`src/asc_defines.svh`:
```
`ifndef ASC_DEFINES_SVH
`define ASC_DEFINES_SVH

// Register offsets
`define ASC_OFS_CTRL    8'h00
`define ASC_OFS_ASSIGN  8'h14
`define ASC_OFS_DIV01   8'h18
`define ASC_OFS_DIV23   8'h1c
`define ASC_OFS_DIV45   8'h20
`define ASC_OFS_RATEA   8'h24
`define ASC_OFS_RATEB   8'h28

// Board control register bit positions
`define ASC_CTRL_SYNC   0
`define ASC_CTRL_CAL    1
`define ASC_CTRL_MASTER 2
`define ASC_CTRL_READY  3
`define ASC_CTRL_PASS   4
`define ASC_CTRL_OS16A  5
`define ASC_CTRL_OS16B  6

// Reset values
`define ASC_ASSIGN_RST  8'h10
`define ASC_NDIV_RST    6'h05
`define ASC_NRATE_RST   9'h000

// Field limits and codes
`define ASC_NRATE_W     9
`define ASC_NDIV_W      6
`define ASC_SRC_GEN_A   4'h0
`define ASC_SRC_GEN_B   4'h1
`define ASC_SRC_EXT     4'h4
`define ASC_NCO_BASE    16'h1000

// Timing
`define ASC_CLK_MHZ     50
`define ASC_SYNC_MS     4
`define ASC_CAL_S       5
`define ASC_SYNC_OUT_CY 3'h4

`endif

```
`src/asc_pkg.sv`:
```
package asc_pkg;
	typedef enum logic [1:0] {SYNC_IDLE, SYNC_RESET, SYNC_WAIT} asc_sync_t;
	typedef enum logic {CAL_IDLE, CAL_RUN} asc_cal_t;
endpackage

```
`src/asc_chan_div.sv`:
```
`timescale 1ns/1ps
module asc_chan_div (
	input  wire logic       clk,        // System clock
	input  wire logic       rst,        // Synchronous reset
	input  wire logic       src_tick,   // Group source half-period tick
	input  wire logic       align,      // Hold converter sequence at start
	input  wire logic [5:0] ndiv,       // Channel divisor
	input  wire logic       os16,       // 16-clock conversions when high
	input  wire logic       enable,     // Channel enabled by its group
	output logic            conv_start  // One-cycle conversion start
);
	typedef struct packed {
		logic [6:0] half_cnt;
		logic [4:0] conv_cnt;
		logic       conv_start;
	} asc_div_st_t;

	asc_div_st_t s;
	asc_div_st_t next_s;
	logic [6:0]  period;
	logic [4:0]  last;

	// Divisor zero gives one source tick per channel clock, i.e. divide by one half
	assign period = (ndiv == 6'h00) ? 7'h01 : {ndiv, 1'b0};
	assign last = os16 ? 5'h0f : 5'h1f;

	always_comb begin
		next_s = s;
		next_s.conv_start = 1'b0;
		if (align || !enable) begin
			next_s.half_cnt = 7'h00;
			next_s.conv_cnt = 5'h00;
		end else if (src_tick) begin
			if (s.half_cnt + 7'h01 >= period) begin
				next_s.half_cnt = 7'h00;
				next_s.conv_start = (s.conv_cnt == 5'h00);
				next_s.conv_cnt = (s.conv_cnt == last) ? 5'h00 : s.conv_cnt + 5'h01;
			end else begin
				next_s.half_cnt = s.half_cnt + 7'h01;
			end
		end
	end

	always_ff @(posedge clk) begin
		if (rst)
			s <= '0;
		else
			s <= next_s;
	end

	assign conv_start = s.conv_start;

	AST_DIV_HALF: assert property (@(posedge clk) disable iff (rst)
		(enable && !align && ndiv == 6'h00 && src_tick) |=> s.half_cnt == 7'h00)
		else $error("Divisor zero did not divide by one half");
	AST_ALIGN_QUIET: assert property (@(posedge clk) disable iff (rst)
		align |=> !s.conv_start && s.conv_cnt == 5'h00)
		else $error("Conversion started while held for alignment");
endmodule

```
`src/asc_ctrl.sv`:
```
`timescale 1ns/1ps
`include "asc_defines.svh"
module asc_ctrl #(
	parameter int SYNC_CYC = `ASC_SYNC_MS * 1000 * `ASC_CLK_MHZ,
	parameter int CAL_CYC  = `ASC_CAL_S * 1000000 * `ASC_CLK_MHZ
) (
	input  wire logic        clk,            // System clock, 50 MHz
	input  wire logic        rst,            // Synchronous reset
	input  wire logic [7:0]  addr,           // Register byte address
	input  wire logic [31:0] wdata,          // Write data
	input  wire logic        wr,             // Write strobe
	input  wire logic        rd,             // Read strobe
	output logic      [31:0] rdata,          // Read data, cycle after rd
	input  wire logic        ext_clk_in,     // External sample clock pin
	input  wire logic        ext_sync_in,    // External sync pin
	input  wire logic        cal_done_in,    // Calibration engine done
	input  wire logic        cal_ok_in,      // Calibration engine success
	output logic             clk_out,        // Forwarded sample clock
	output logic             sync_out,       // Sync pulse to targets
	output logic      [5:0]  conv_start,     // Per-channel conversion start
	output logic      [5:0]  chan_en,        // Per-channel enable
	output logic             conv_align,     // Converter alignment hold
	output logic             cal_start,      // Calibration start pulse
	output logic             chan_ready_evt, // Channels ready event
	output logic             cal_done_evt    // Calibration completed event
);
	import asc_pkg::*;

	typedef struct packed {
		logic                   sync_req;
		logic                   cal_req;
		logic                   master;
		logic [1:0]             os16;
		logic                   ready;
		logic                   pass;
		logic [1:0][3:0]        assign_code;
		logic [5:0][5:0]        ndiv;
		logic [1:0][8:0]        nrate;
		asc_sync_t              sync_st;
		logic [17:0]            sync_cnt;
		asc_cal_t               cal_st;
		logic [27:0]            cal_cnt;
		logic [2:0]             eclk;
		logic                   ext_half;
		logic                   ext_tick;
		logic [2:0]             esync;
		logic [2:0]             cdone;
		logic [1:0]             cok;
		logic [1:0][15:0]       acc;
		logic [1:0]             gen_tick;
		logic [1:0]             gtick;
		logic [5:0]             chan_en;
		logic                   clk_out;
		logic                   gen_clk;
		logic                   sync_out;
		logic [2:0]             sync_out_cnt;
		logic                   conv_align;
		logic                   cal_start;
		logic [31:0]            rdata;
		logic                   ready_evt;
		logic                   cal_evt;
	} asc_st_t;

	asc_st_t s;
	asc_st_t next_s;

	if (SYNC_CYC < 2 || SYNC_CYC >= 2 ** 18)
		$error("SYNC_CYC out of counter range");
	if (CAL_CYC < 2 || CAL_CYC >= 2 ** 28)
		$error("CAL_CYC out of counter range");

	function automatic logic src_tick_f(input logic [3:0] code, input logic [1:0] gt,
			input logic et);
		unique case (code)
			`ASC_SRC_GEN_A: src_tick_f = gt[0];
			`ASC_SRC_GEN_B: src_tick_f = gt[1];
			`ASC_SRC_EXT:   src_tick_f = et;
			default:        src_tick_f = 1'b0;
		endcase
	endfunction

	function automatic logic src_en_f(input logic [3:0] code);
		src_en_f = (code == `ASC_SRC_GEN_A) || (code == `ASC_SRC_GEN_B)
			|| (code == `ASC_SRC_EXT);
	endfunction

	logic        wr_ctrl;
	logic        sync_go;
	logic        ext_sync_edge;
	logic [16:0] sum_a;
	logic [16:0] sum_b;

	assign wr_ctrl = wr && addr == `ASC_OFS_CTRL;
	assign ext_sync_edge = s.esync[1] && !s.esync[2] && !s.master;
	assign sync_go = (wr_ctrl && wdata[`ASC_CTRL_SYNC]) || ext_sync_edge;
	// The rate value is added to ASC_NCO_BASE to form the generator step, so 9 bits keep it in band
	assign sum_a = {1'b0, s.acc[0]} + {1'b0, `ASC_NCO_BASE + {7'h00, s.nrate[0]}};
	assign sum_b = {1'b0, s.acc[1]} + {1'b0, `ASC_NCO_BASE + {7'h00, s.nrate[1]}};

	always_comb begin
		next_s = s;
		next_s.ready_evt = 1'b0;
		next_s.cal_evt = 1'b0;
		next_s.cal_start = 1'b0;
		next_s.rdata = 32'h0000_0000;

		// Pin synchronisers; stage 0 feeds only stage 1
		next_s.eclk = {s.eclk[1:0], ext_clk_in};
		next_s.esync = {s.esync[1:0], ext_sync_in};
		next_s.cdone = {s.cdone[1:0], cal_done_in};
		next_s.cok = {s.cok[0], cal_ok_in};

		// External clock halved before use as a group source
		next_s.ext_tick = 1'b0;
		if (s.eclk[1] && !s.eclk[2]) begin
			next_s.ext_half = !s.ext_half;
			next_s.ext_tick = s.ext_half;
		end

		// Rate generators
		next_s.acc[0] = sum_a[15:0];
		next_s.acc[1] = sum_b[15:0];
		next_s.gen_tick = {sum_b[16], sum_a[16]};
		if (s.gen_tick[0])
			next_s.gen_clk = !s.gen_clk;
		for (int g = 0; g < 2; g++) begin
			next_s.gtick[g] = src_tick_f(s.assign_code[g], s.gen_tick, s.ext_tick);
			for (int c = 0; c < 3; c++)
				next_s.chan_en[g * 3 + c] = src_en_f(s.assign_code[g]);
		end

		// Initiator forwards its own generator, target repeats the input clock
		next_s.clk_out = s.master ? s.gen_clk : s.eclk[1];

		// Sync output pulse stretcher
		if (s.sync_out_cnt != 3'h0)
			next_s.sync_out_cnt = s.sync_out_cnt - 3'h1;
		next_s.sync_out = s.sync_out_cnt != 3'h0;

		// Channel synchronisation sequence
		next_s.conv_align = 1'b0;
		unique case (s.sync_st)
			SYNC_IDLE: ;
			SYNC_RESET: begin
				next_s.conv_align = 1'b1;
				next_s.sync_st = SYNC_WAIT;
				next_s.sync_cnt = 18'h00001;
			end
			SYNC_WAIT: begin
				if (s.sync_cnt == 18'(SYNC_CYC - 1)) begin
					next_s.sync_st = SYNC_IDLE;
					next_s.sync_cnt = 18'h00000;
					next_s.sync_req = 1'b0;
					if (s.cal_st == CAL_IDLE) begin
						next_s.ready = 1'b1;
						next_s.ready_evt = !s.ready;
					end
				end else begin
					next_s.sync_cnt = s.sync_cnt + 18'h00001;
				end
			end
		endcase
		// A new request wins over completion in the same cycle, except that ready_evt still pulses
		if (sync_go) begin
			next_s.sync_req = 1'b1;
			next_s.ready = 1'b0;
			next_s.sync_st = SYNC_RESET;
			next_s.sync_cnt = 18'h00000;
			if (s.master && !ext_sync_edge)
				next_s.sync_out_cnt = `ASC_SYNC_OUT_CY;
		end

		// Autocalibration; offsets stay in the converter DACs until the next run
		unique case (s.cal_st)
			CAL_IDLE: begin
				if (wr_ctrl && wdata[`ASC_CTRL_CAL]) begin
					next_s.cal_st = CAL_RUN;
					next_s.cal_req = 1'b1;
					next_s.cal_start = 1'b1;
					next_s.cal_cnt = 28'h0000000;
					next_s.pass = 1'b0;
					next_s.ready = 1'b0;
				end
			end
			CAL_RUN: begin
				if (s.cdone[1] && !s.cdone[2]) begin
					next_s.cal_st = CAL_IDLE;
					next_s.cal_req = 1'b0;
					next_s.pass = s.cok[1];
					next_s.cal_evt = 1'b1;
				end else if (s.cal_cnt == 28'(CAL_CYC - 1)) begin
					next_s.cal_st = CAL_IDLE;
					next_s.cal_req = 1'b0;
					next_s.pass = 1'b0;
					next_s.cal_evt = 1'b1;
				end else begin
					next_s.cal_cnt = s.cal_cnt + 28'h0000001;
				end
			end
		endcase

		// Register writes
		if (wr) begin
			unique case (addr)
				`ASC_OFS_CTRL: begin
					next_s.master = wdata[`ASC_CTRL_MASTER];
					next_s.os16 = {wdata[`ASC_CTRL_OS16B], wdata[`ASC_CTRL_OS16A]};
				end
				`ASC_OFS_ASSIGN: next_s.assign_code = wdata[7:0];
				`ASC_OFS_DIV01: next_s.ndiv[1:0] = {wdata[13:8], wdata[5:0]};
				`ASC_OFS_DIV23: next_s.ndiv[3:2] = {wdata[13:8], wdata[5:0]};
				`ASC_OFS_DIV45: next_s.ndiv[5:4] = {wdata[13:8], wdata[5:0]};
				`ASC_OFS_RATEA: next_s.nrate[0] = wdata[8:0];
				`ASC_OFS_RATEB: next_s.nrate[1] = wdata[8:0];
				default: ;
			endcase
		end

		// Register reads, answered in the following cycle
		if (rd) begin
			unique case (addr)
				`ASC_OFS_CTRL: begin
					next_s.rdata[`ASC_CTRL_SYNC] = s.sync_req;
					next_s.rdata[`ASC_CTRL_CAL] = s.cal_req;
					next_s.rdata[`ASC_CTRL_MASTER] = s.master;
					next_s.rdata[`ASC_CTRL_READY] = s.ready;
					next_s.rdata[`ASC_CTRL_PASS] = s.pass;
					next_s.rdata[`ASC_CTRL_OS16A] = s.os16[0];
					next_s.rdata[`ASC_CTRL_OS16B] = s.os16[1];
				end
				`ASC_OFS_ASSIGN: next_s.rdata[7:0] = s.assign_code;
				`ASC_OFS_DIV01: next_s.rdata[13:0] = {s.ndiv[1], 2'b00, s.ndiv[0]};
				`ASC_OFS_DIV23: next_s.rdata[13:0] = {s.ndiv[3], 2'b00, s.ndiv[2]};
				`ASC_OFS_DIV45: next_s.rdata[13:0] = {s.ndiv[5], 2'b00, s.ndiv[4]};
				`ASC_OFS_RATEA: next_s.rdata[8:0] = s.nrate[0];
				`ASC_OFS_RATEB: next_s.rdata[8:0] = s.nrate[1];
				default: ;
			endcase
		end
	end

	always_ff @(posedge clk) begin
		if (rst) begin
			s <= '0;
			s.assign_code <= `ASC_ASSIGN_RST;
			s.ndiv <= {6{`ASC_NDIV_RST}};
			s.nrate <= {2{`ASC_NRATE_RST}};
		end else begin
			s <= next_s;
		end
	end

	for (genvar i = 0; i < 6; i++) begin : g_chan
		asc_chan_div u_div (
			.clk        (clk),
			.rst        (rst),
			.src_tick   (s.gtick[i / 3]),
			.align      (s.conv_align),
			.ndiv       (s.ndiv[i]),
			.os16       (s.os16[i / 3]),
			.enable     (s.chan_en[i]),
			.conv_start (conv_start[i])
		);
	end

	assign rdata = s.rdata;
	assign clk_out = s.clk_out;
	assign sync_out = s.sync_out;
	assign chan_en = s.chan_en;
	assign conv_align = s.conv_align;
	assign cal_start = s.cal_start;
	assign chan_ready_evt = s.ready_evt;
	assign cal_done_evt = s.cal_evt;

	AST_RATE_WRITE: assert property (@(posedge clk) disable iff (rst)
		(wr && addr == `ASC_OFS_RATEA) |=> s.nrate[0] == $past(wdata[8:0]))
		else $error("Rate value not stored");
	AST_SYNC_ALIGN: assert property (@(posedge clk) disable iff (rst)
		(wr_ctrl && wdata[`ASC_CTRL_SYNC]) |=> s.sync_req ##1 conv_align)
		else $error("Sync request did not align converters");
	AST_SYNC_BOUND: assert property (@(posedge clk) disable iff (rst)
		s.sync_cnt < 18'(SYNC_CYC))
		else $error("Sync sequence overran its bound");
	AST_SYNC_CLEAR: assert property (@(posedge clk) disable iff (rst)
		(s.sync_st == SYNC_WAIT && s.sync_cnt == 18'(SYNC_CYC - 1) && !sync_go)
		|=> !s.sync_req && s.sync_st == SYNC_IDLE)
		else $error("Sync bit did not self-clear");
	AST_READY_GATE: assert property (@(posedge clk) disable iff (rst)
		s.ready |-> !s.sync_req)
		else $error("Ready flag with sync pending");
	AST_TARGET_CLK: assert property (@(posedge clk) disable iff (rst)
		(!s.master && $past(!s.master)) |-> clk_out == $past(s.eclk[1]))
		else $error("Target did not repeat external clock");
	AST_SRC_OFF: assert property (@(posedge clk) disable iff (rst)
		(s.assign_code[0] > 4'h4) [*2] |-> chan_en[2:0] == 3'b000)
		else $error("Disabled group still enabled");
	AST_CAL_END: assert property (@(posedge clk) disable iff (rst)
		$fell(s.cal_req) |-> cal_done_evt && s.cal_st == CAL_IDLE)
		else $error("Calibration end without event");
	AST_CAL_START: assert property (@(posedge clk) disable iff (rst)
		(s.cal_st == CAL_IDLE && wr_ctrl && wdata[`ASC_CTRL_CAL]) |=> cal_start && !s.pass)
		else $error("Calibration start not issued");

	COV_SYNC_DONE: cover property (@(posedge clk) disable iff (rst) $rose(chan_ready_evt));
	COV_CAL_PASS: cover property (@(posedge clk) disable iff (rst) cal_done_evt && s.pass);
	COV_EXT_SYNC: cover property (@(posedge clk) disable iff (rst) ext_sync_edge);
endmodule

```
`config.mk`:
```
export PLATFORM = sky130hd
export DESIGN_NAME = asc_ctrl
export DESIGN_NICKNAME = d
export VERILOG_FILES = /design/src/asc_pkg.sv /design/src/asc_chan_div.sv /design/src/asc_ctrl.sv
export VERILOG_INCLUDE_DIRS = /design/src
export SDC_FILE = /design/constraint.sdc
export NUM_CORES = 1
export LEC_CHECK = 0
export ABC_AREA = 1
export BUFFER_PORTS_ARGS = -buffer_cell sky130_fd_sc_hd__buf_2
export CORE_MARGIN = 8
export CORE_UTILIZATION = 63
export CTS_BUF_LIST = sky130_fd_sc_hd__clkbuf_2
export DETAILED_ROUTE_END_ITERATION = 10
export MAX_ROUTING_LAYER = met4
export PLACE_DENSITY = 0.9
export REMOVE_ABC_BUFFERS = 1
export SLEW_MARGIN = 20
export SYNTH_ARGS = -nofsm -noshare
export SYNTH_HDL_FRONTEND = slang
export SYNTH_SLANG_ARGS = --single-unit
```
`constraint.sdc`:
```
create_clock -name clk -period 3.2 [get_ports clk]
set_input_delay 0.48 -clock clk [delete_from_list [all_inputs] [get_ports clk]]
set_output_delay 0.48 -clock clk [all_outputs]
set_load 0.02 [all_outputs]
```
==> impl_metrics.yaml, run 1 <==
timing:
  rsz0062_at_grt: "no"
  setup_viol: 0
  hold_viol_final: 0
  fin_crit_sh_pct: 88.1
  drv_slew: 0
  holdWs_ns: 0.0583
  tightest_slew_ns: 0.686
  max_slew_margin_pct: 54.2
  period_minus_slack_ns: 2.82
  tns_ns: 0
  clock_skew_ns: 0.0699
  max_freq_ghz: 0.355
cts:
  cts_root_buffer: "clkbuf_2"
  clk_pin_slew_ns: 0.10
  cts_max_level: 3
  post-cts-setup-buffers: 0
  clock_latency_ns: 0.82
  clock_sinks: 271
  cts_buffer_depth: 3
  numCtsBuffers: 70
  cts_tree: "done"
layout:
  fin_area_mm2: 0.0154
  fill_cells: 1801
  nets: 2247
  drive_gt1_share_pct: 10.2
  areaGrowthSynthToFinish_pct: 6.61
global_routing:
  met1_usage_pct: 28.6
  grt_pass1_wl_um: 58500
  grt_max_degree: 49
  overflow: 0
  antenna_found_initial: 2
  gr-usage-met3_pct: 4.49
  use_met2_pct: 42.0
  grt_pass1_vias: 13000
  grt.total_usage_pct: 25.0
  top_usage_layer: "met2"
setup_path:
  cp_max_fo: 7
  end_kind: "register"
  crit_type: "register to register"
  start_kind: "register"
  path_cells: "ha_1, nand3_1, nand3b_1, xnor2_1, ha_1, nand2_1, a21oi_1, nor3_1, nand3_1, nor2_1, nand2_1, a21oi_1"
  slowest_delay_ns: 0.44
  slowest_stage: "nor2_1"
  required_ns: 3.90
  cp.arrival_ns: 3.52
  reg2reg_depth: 12
power:
  p_leak_uw: 0.00653
  total_power_uw: 6100
  peakVddDrop_mv: 0.255
  p_per_area_mw_per_mm2: 395
yosys:
  synth_commonest_cells: "nand2_1, dfxtp_1, nor2_1"
  syn_area_mm2: 0.0145
  synth_adder_area_share_pct: 7.54
  ys_types: 45
  synthMuxAreaShare_pct: 0
  synthSimpleGateAreaFrac_pct: 27.1
  synth_top_area_share_pct: 37.5
  synth_top_family_by_area: "simple AND/OR/NAND/NOR gates"
  synth_xor_area_share_pct: 4.11
  synth_compound_area_share_pct: 14.1
  ys_ff_latch: 271
  syn_inst: 2037
  synth.largest_area_cell: "dfxtp_1"
  synth_edf_count: 0
  synthArstFlopShare_pct: 0
  avgSynthCellArea_um2: 7.11
  synth_most_common_cell: "nand2_1"
  yosysWarnings: 0
  synth_flop_cell: "dfxtp_1"
  synth-seq-area-share_pct: 37.5
  synthTopCellsByArea: "dfxtp_1, nand2_1, a21oi_1"
placed_design:
  gp_congestion: 0.971
  dpl_cell_area_mm2: 0.0147
  port_buffers: 61
  hpwl_um: 25100
drt:
  first_pass_iters: 8
  drtIter0Drc: 1223
  drcViolationCount: 0
  vias: 13700
  drt_wl_total_um: 34800
  avgRoutedWirePerCell_um: 14.2
  vias_per_cell: 5.60
  drtAntennaViolNets: 0
floorplan:
  die-area_mm2: 0.0281
  start_util_pct: 64.1
  core_area_mm2: 0.0226
  ios: 98
  rows: 55
  die_x_um: 168
  die_y_um: 168
outcome:
  status: "completed"
run:
  max-cap-violations: 0
min_path:
  min_path_cells: 3
  min_path_type: "primary input to register"
-- kinds of logic after synthesis --
kind of cell    count (synthesis)
simple gates                  917
compound gates                382
buf+inv                       312
flops                         271
fa+ha+maj                      86
xor+xnor                       68
other cells                     1
-- per-layer routing --
metal | vias up | wire length (um)
met5 | - | 0
li1 | 6820 | -
met4 | 0 | 1330
met3 | 129 | 2460
met1 | 6247 | 14500
met2 | 517 | 16500
-- registers in the layout, indices dropped and copies added (netlist names), 2 cells and up --
name                     count
s                          164
g_chan.u_div.s              72
rdata                       14
next_s                       7
g_chan.u_div.conv_start      6
chan_en                      2
-- layout make-up --
class,instances,area (um2),area share [%]
Timing Repair Buffer,85,515,3.34
Clock buffer,101,505,3.28
Sequential cell,271,5430,35.2
Multi-Input combinational cell,1471,7720,50.0
Inverter,214,803,5.20
Tap cell,285,357,2.31
Clock inverter,20,106,0.689
Antenna cell,2,5.00,0.0324
-- worst paths after layout --
| check | from | end | slack, ns |
|---|---|---|---|
| worst max register to register | g_chan[5].u_div.s[6] | g_chan[5].u_div.s[10] | 0.38 |
| worst min-delay path | wdata[6] | s[152] | 0.06 |
| worst max-delay path | g_chan[5].u_div.s[6] | g_chan[5].u_div.s[10] | 0.38 |
| worst min register to register | next_s[85] | s[85] | 0.42 |
-- timing repair --
item,in CTS,in global routing
hold buffers,12,0
setup endpoints to repair,0,4
hold endpoints to repair,24,0
resized for setup,0,1
-- stage by stage --
| stage | util (%) | cells | setup slack, ns |
|---|---|---|---|
| 3_3_place_gp | 65.1 | 2314 | 0.538 |
| 5_1_grt | 68.4 | 2449 | 0.0919 |
| 6_report | 68.4 | 2449 | 0.382 |
| 2_1_floorplan | - | 1956 | 0.210 |
| 4_1_cts | 68.3 | 2447 | 0.340 |
| 3_5_place_dp | 65.1 | 2314 | 0.370 |
-- worst max-delay path: cells and delay by family, from the launching register on --
family / cells / cell delay, ns
compound gates: 2 / 0.21
simple gates: 7 / 1.33
fa+ha+maj: 2 / 0.51
flops: 1 / 0.42
xor+xnor: 1 / 0.24
-- placed cells by master, fill, tap and decap left out, types with 42 or more instances in the layout --
cell	count
o21ai_0	117
nand2_1	413
a21oi_1	211
dfxtp_1	271
xor2_1	47
clkbuf_2	101
nor3_1	42
nand3_1	112
ha_1	84
inv_1	210
buf_2	61
nor2_1	264
nand4_1	43
-- report_power, final --
group	total [uW]	internal, uW	switching, uW	leakage [uW]
clock network	2310	921	1390	0.000467
registers	3440	3410	25.3	0.00219
logic	352	106	246	0.00387
(Power assumes the default switching activity.)
==> inputs of run 2 (changes only) <==
ABC_AREA = not set   (was 1)
RECOVER_POWER = 50   (was not set)
==> run 2 against run 1 <==
Against the previous run: routed wire length shrank 3.8%; synthesized area shrank 3.1%; utilization grew 0.48 points; flip-flop and latch count is the same; global-route usage grew 0.059 points; first-iteration DRC count shrank 12%; final cell count shrank 15%; via count shrank 8.5%; register-to-register slack lost 0.04 ns; critical path type is now primary input to register; critical endpoint is now s[121]; largest cell class unchanged.
==> impl_metrics.yaml, run 2 <==
layout:
  drive_gt1_share_pct: 9.44
  fin_area_mm2: 0.0150
  nets: 1886
  final_cell_mix: "dfxtp_1, nand2_1, nor2_1"
  fill_cells: 1702
  areaGrowthSynthToFinish_pct: 7.09
  largest_register_ffs: 164
  final_common_cell: "dfxtp_1"
  layout.cells.non_filler: 2082
  largest-register: "s"
setup_path:
  crit_buf_inv: 2
  slowest_stage: "nor4b_1"
  worst_path_dominant_cell_family: "simple AND/OR/NAND/NOR gates"
  reg2reg_depth: 9
  cp.arrival_ns: 3.85
  path_cells: "dlygate4sd3_1, clkbuf_1, or3_1, nor4b_1, nand3_2, nand2_1, nor2_1"
  cp_max_fo: 15
  slowest_delay_ns: 0.94
  end_kind: "register"
  start_kind: "primary input"
  crit_type: "primary input to register"
  cp.depth: 7
  required_ns: 3.92
global_routing:
  grt.total_usage_pct: 25.1
  overflow: 0
  grt_max_degree: 61
  grt_pass1_wl_um: 55300
  grt_pass1_vias: 12100
  antenna_found_initial: 2
cts:
  clock_sinks: 271
  post-cts-setup-buffers: 0
  cts_max_level: 3
  clock_latency_ns: 0.87
  cts_buffer_depth: 3
  numCtsBuffers: 72
  clk_pin_slew_ns: 0.09
  cts_root_buffer: "clkbuf_2"
  cts_tree: "done"
floorplan:
  start_util_pct: 64.3
  rows: 54
  die_x_um: 165
  core_area_mm2: 0.0218
  ios: 98
  die-area_mm2: 0.0273
  die_y_um: 165
yosys:
  synth_most_common_cell: "dfxtp_1"
  synthTopCellsByArea: "dfxtp_1, ha_1, nand2_1"
  avgSynthCellArea_um2: 8.37
  ys_types: 79
  synth_edf_count: 0
  synth_top_area_share_pct: 38.7
  synth.largest_area_cell: "dfxtp_1"
  synth_flop_cell: "dfxtp_1"
  synthArstFlopShare_pct: 0
  yosysWarnings: 0
  syn_area_mm2: 0.0140
  synth-seq-area-share_pct: 38.7
  ys_ff_latch: 271
  synth_commonest_cells: "dfxtp_1, nand2_1, nor2_1"
  syn_inst: 1676
timing:
  hold_viol_final: 0
  setup_viol: 0
  fin_crit_sh_pct: 97.8
  period_minus_slack_ns: 3.13
  drv_slew: 0
  max_slew_margin_pct: 7.95
  tns_ns: 0
  rsz0062_at_grt: "no"
  tightest_slew_ns: 1.38
  max_freq_ghz: 0.320
  clock_skew_ns: 0.0972
  holdWs_ns: 0.0584
outcome:
  status: "completed"
drt:
  drcViolationCount: 0
  first_pass_iters: 10
  drtIter0Drc: 1075
  drtAntennaViolNets: 0
  drt_wl_total_um: 33500
  vias: 12600
  vias_per_cell: 6.03
  avgRoutedWirePerCell_um: 16.1
power:
  p_comb_share_pct: 5.6
  p_per_area_mw_per_mm2: 406
  intPower_uw: 4430
  swShare_pct: 27.4
  clockPowerShare_pct: 38.0
  p_leak_uw: 0.00590
  switchingPower_uw: 1670
  seqPwrFrac_pct: 56.3
  peakVddDrop_mv: 0.290
placed_design:
  place_inst: 1935
  port_buffers: 61
  dpl_cell_area_mm2: 0.0143
  gp_congestion: 0.887
  hpwl_um: 23200
min_path:
  min_path_cells: 4
  min_path_type: "primary input to register"
run:
  max-cap-violations: 0
==> run 2: changes by cell type after synthesis, sizes merged, moves of 35 or more <==
cell and delta:
nand2 -236, a21oi -89, o21ai -69, nor2 -119, xnor2 +35, inv -145
==> run 2: power by group through the flow <==
stage / Combinational [uW] / Sequential (uW) / Clock [uW]
2_1_floorplan: 173 / 3520 / 0
3_3_place_gp: 308 / 3510 / 0
3_5_place_dp: 321 / 3510 / 0
4_1_cts: 344 / 3430 / 2360
5_1_grt: 378 / 3440 / 2560
6_report: 342 / 3430 / 2320
==> run 2: layout make-up <==
type                       count  area, um2  share of cell area [%]
timing repair buffer          99        592                    3.94
multi-input combinational   1239       7780                    51.8
inverter                      69        259                    1.72
tap                          280        350                    2.33
sequential                   271       5430                    36.1
clock buffer                  96        480                    3.20
clock inverter                26        138                   0.916
antenna                        2       5.00                  0.0333
==> run 2: worst min-delay path, delay by kind of cell <==
kind | cells | cell delay [ns]
AOI/OAI and AO/OA | 3 | 0.25
buffers and inverters | 1 | 0.11
==> run 2: final timing paths <==
kind	endpoint	startpoint	slack (ns)
hold reg to reg	rdata[10]	s[172]	0.43
setup / recovery	s[121]	addr[0]	0.07
setup reg to reg	g_chan[2].u_div.s[5]	g_chan[2].u_div.s[6]	0.34
hold / removal	rdata[8]	addr[2]	0.06
==> run 2: cells by family after synthesis <==
group,synth area share (%)
and+or+nand+nor,23.6
AOI/OAI and AO/OA,15.1
DFF,38.7
buffers and inverters,6.27
xor gates and xnor gates,6.24
adders and majority gates,7.78
muxes,2.33
other,0.0267
==> run 2: repair_timing <==
item / 4_1_cts / 5_1_grt
hold endpoints to repair: 71 / 0
hold buffers: 23 / 0
gates resized for setup: 0 / 1
setup endpoints to repair: 0 / 1
==> run 2: metrics by stage <==
stage,total power [uW],setup slack (ns),utilization (%)
6_report,6090,0.0702,68.9
3_3_place_gp,3820,0.457,65.3
4_1_cts,6140,0.303,69.2
2_1_floorplan,3690,0.696,-
3_5_place_dp,3830,0.392,65.3
5_1_grt,6380,0.0809,68.9
==> run 2: layer usage <==
layer  GRT usage [%]  routed length (um)  vias to the layer above
li1                -                   -                     6049
met1            28.1               13600                     5915
met2            41.9               16400                      477
met3            5.16                2170                      112
met4            12.8                1390                        0
met5               -                   0                        -
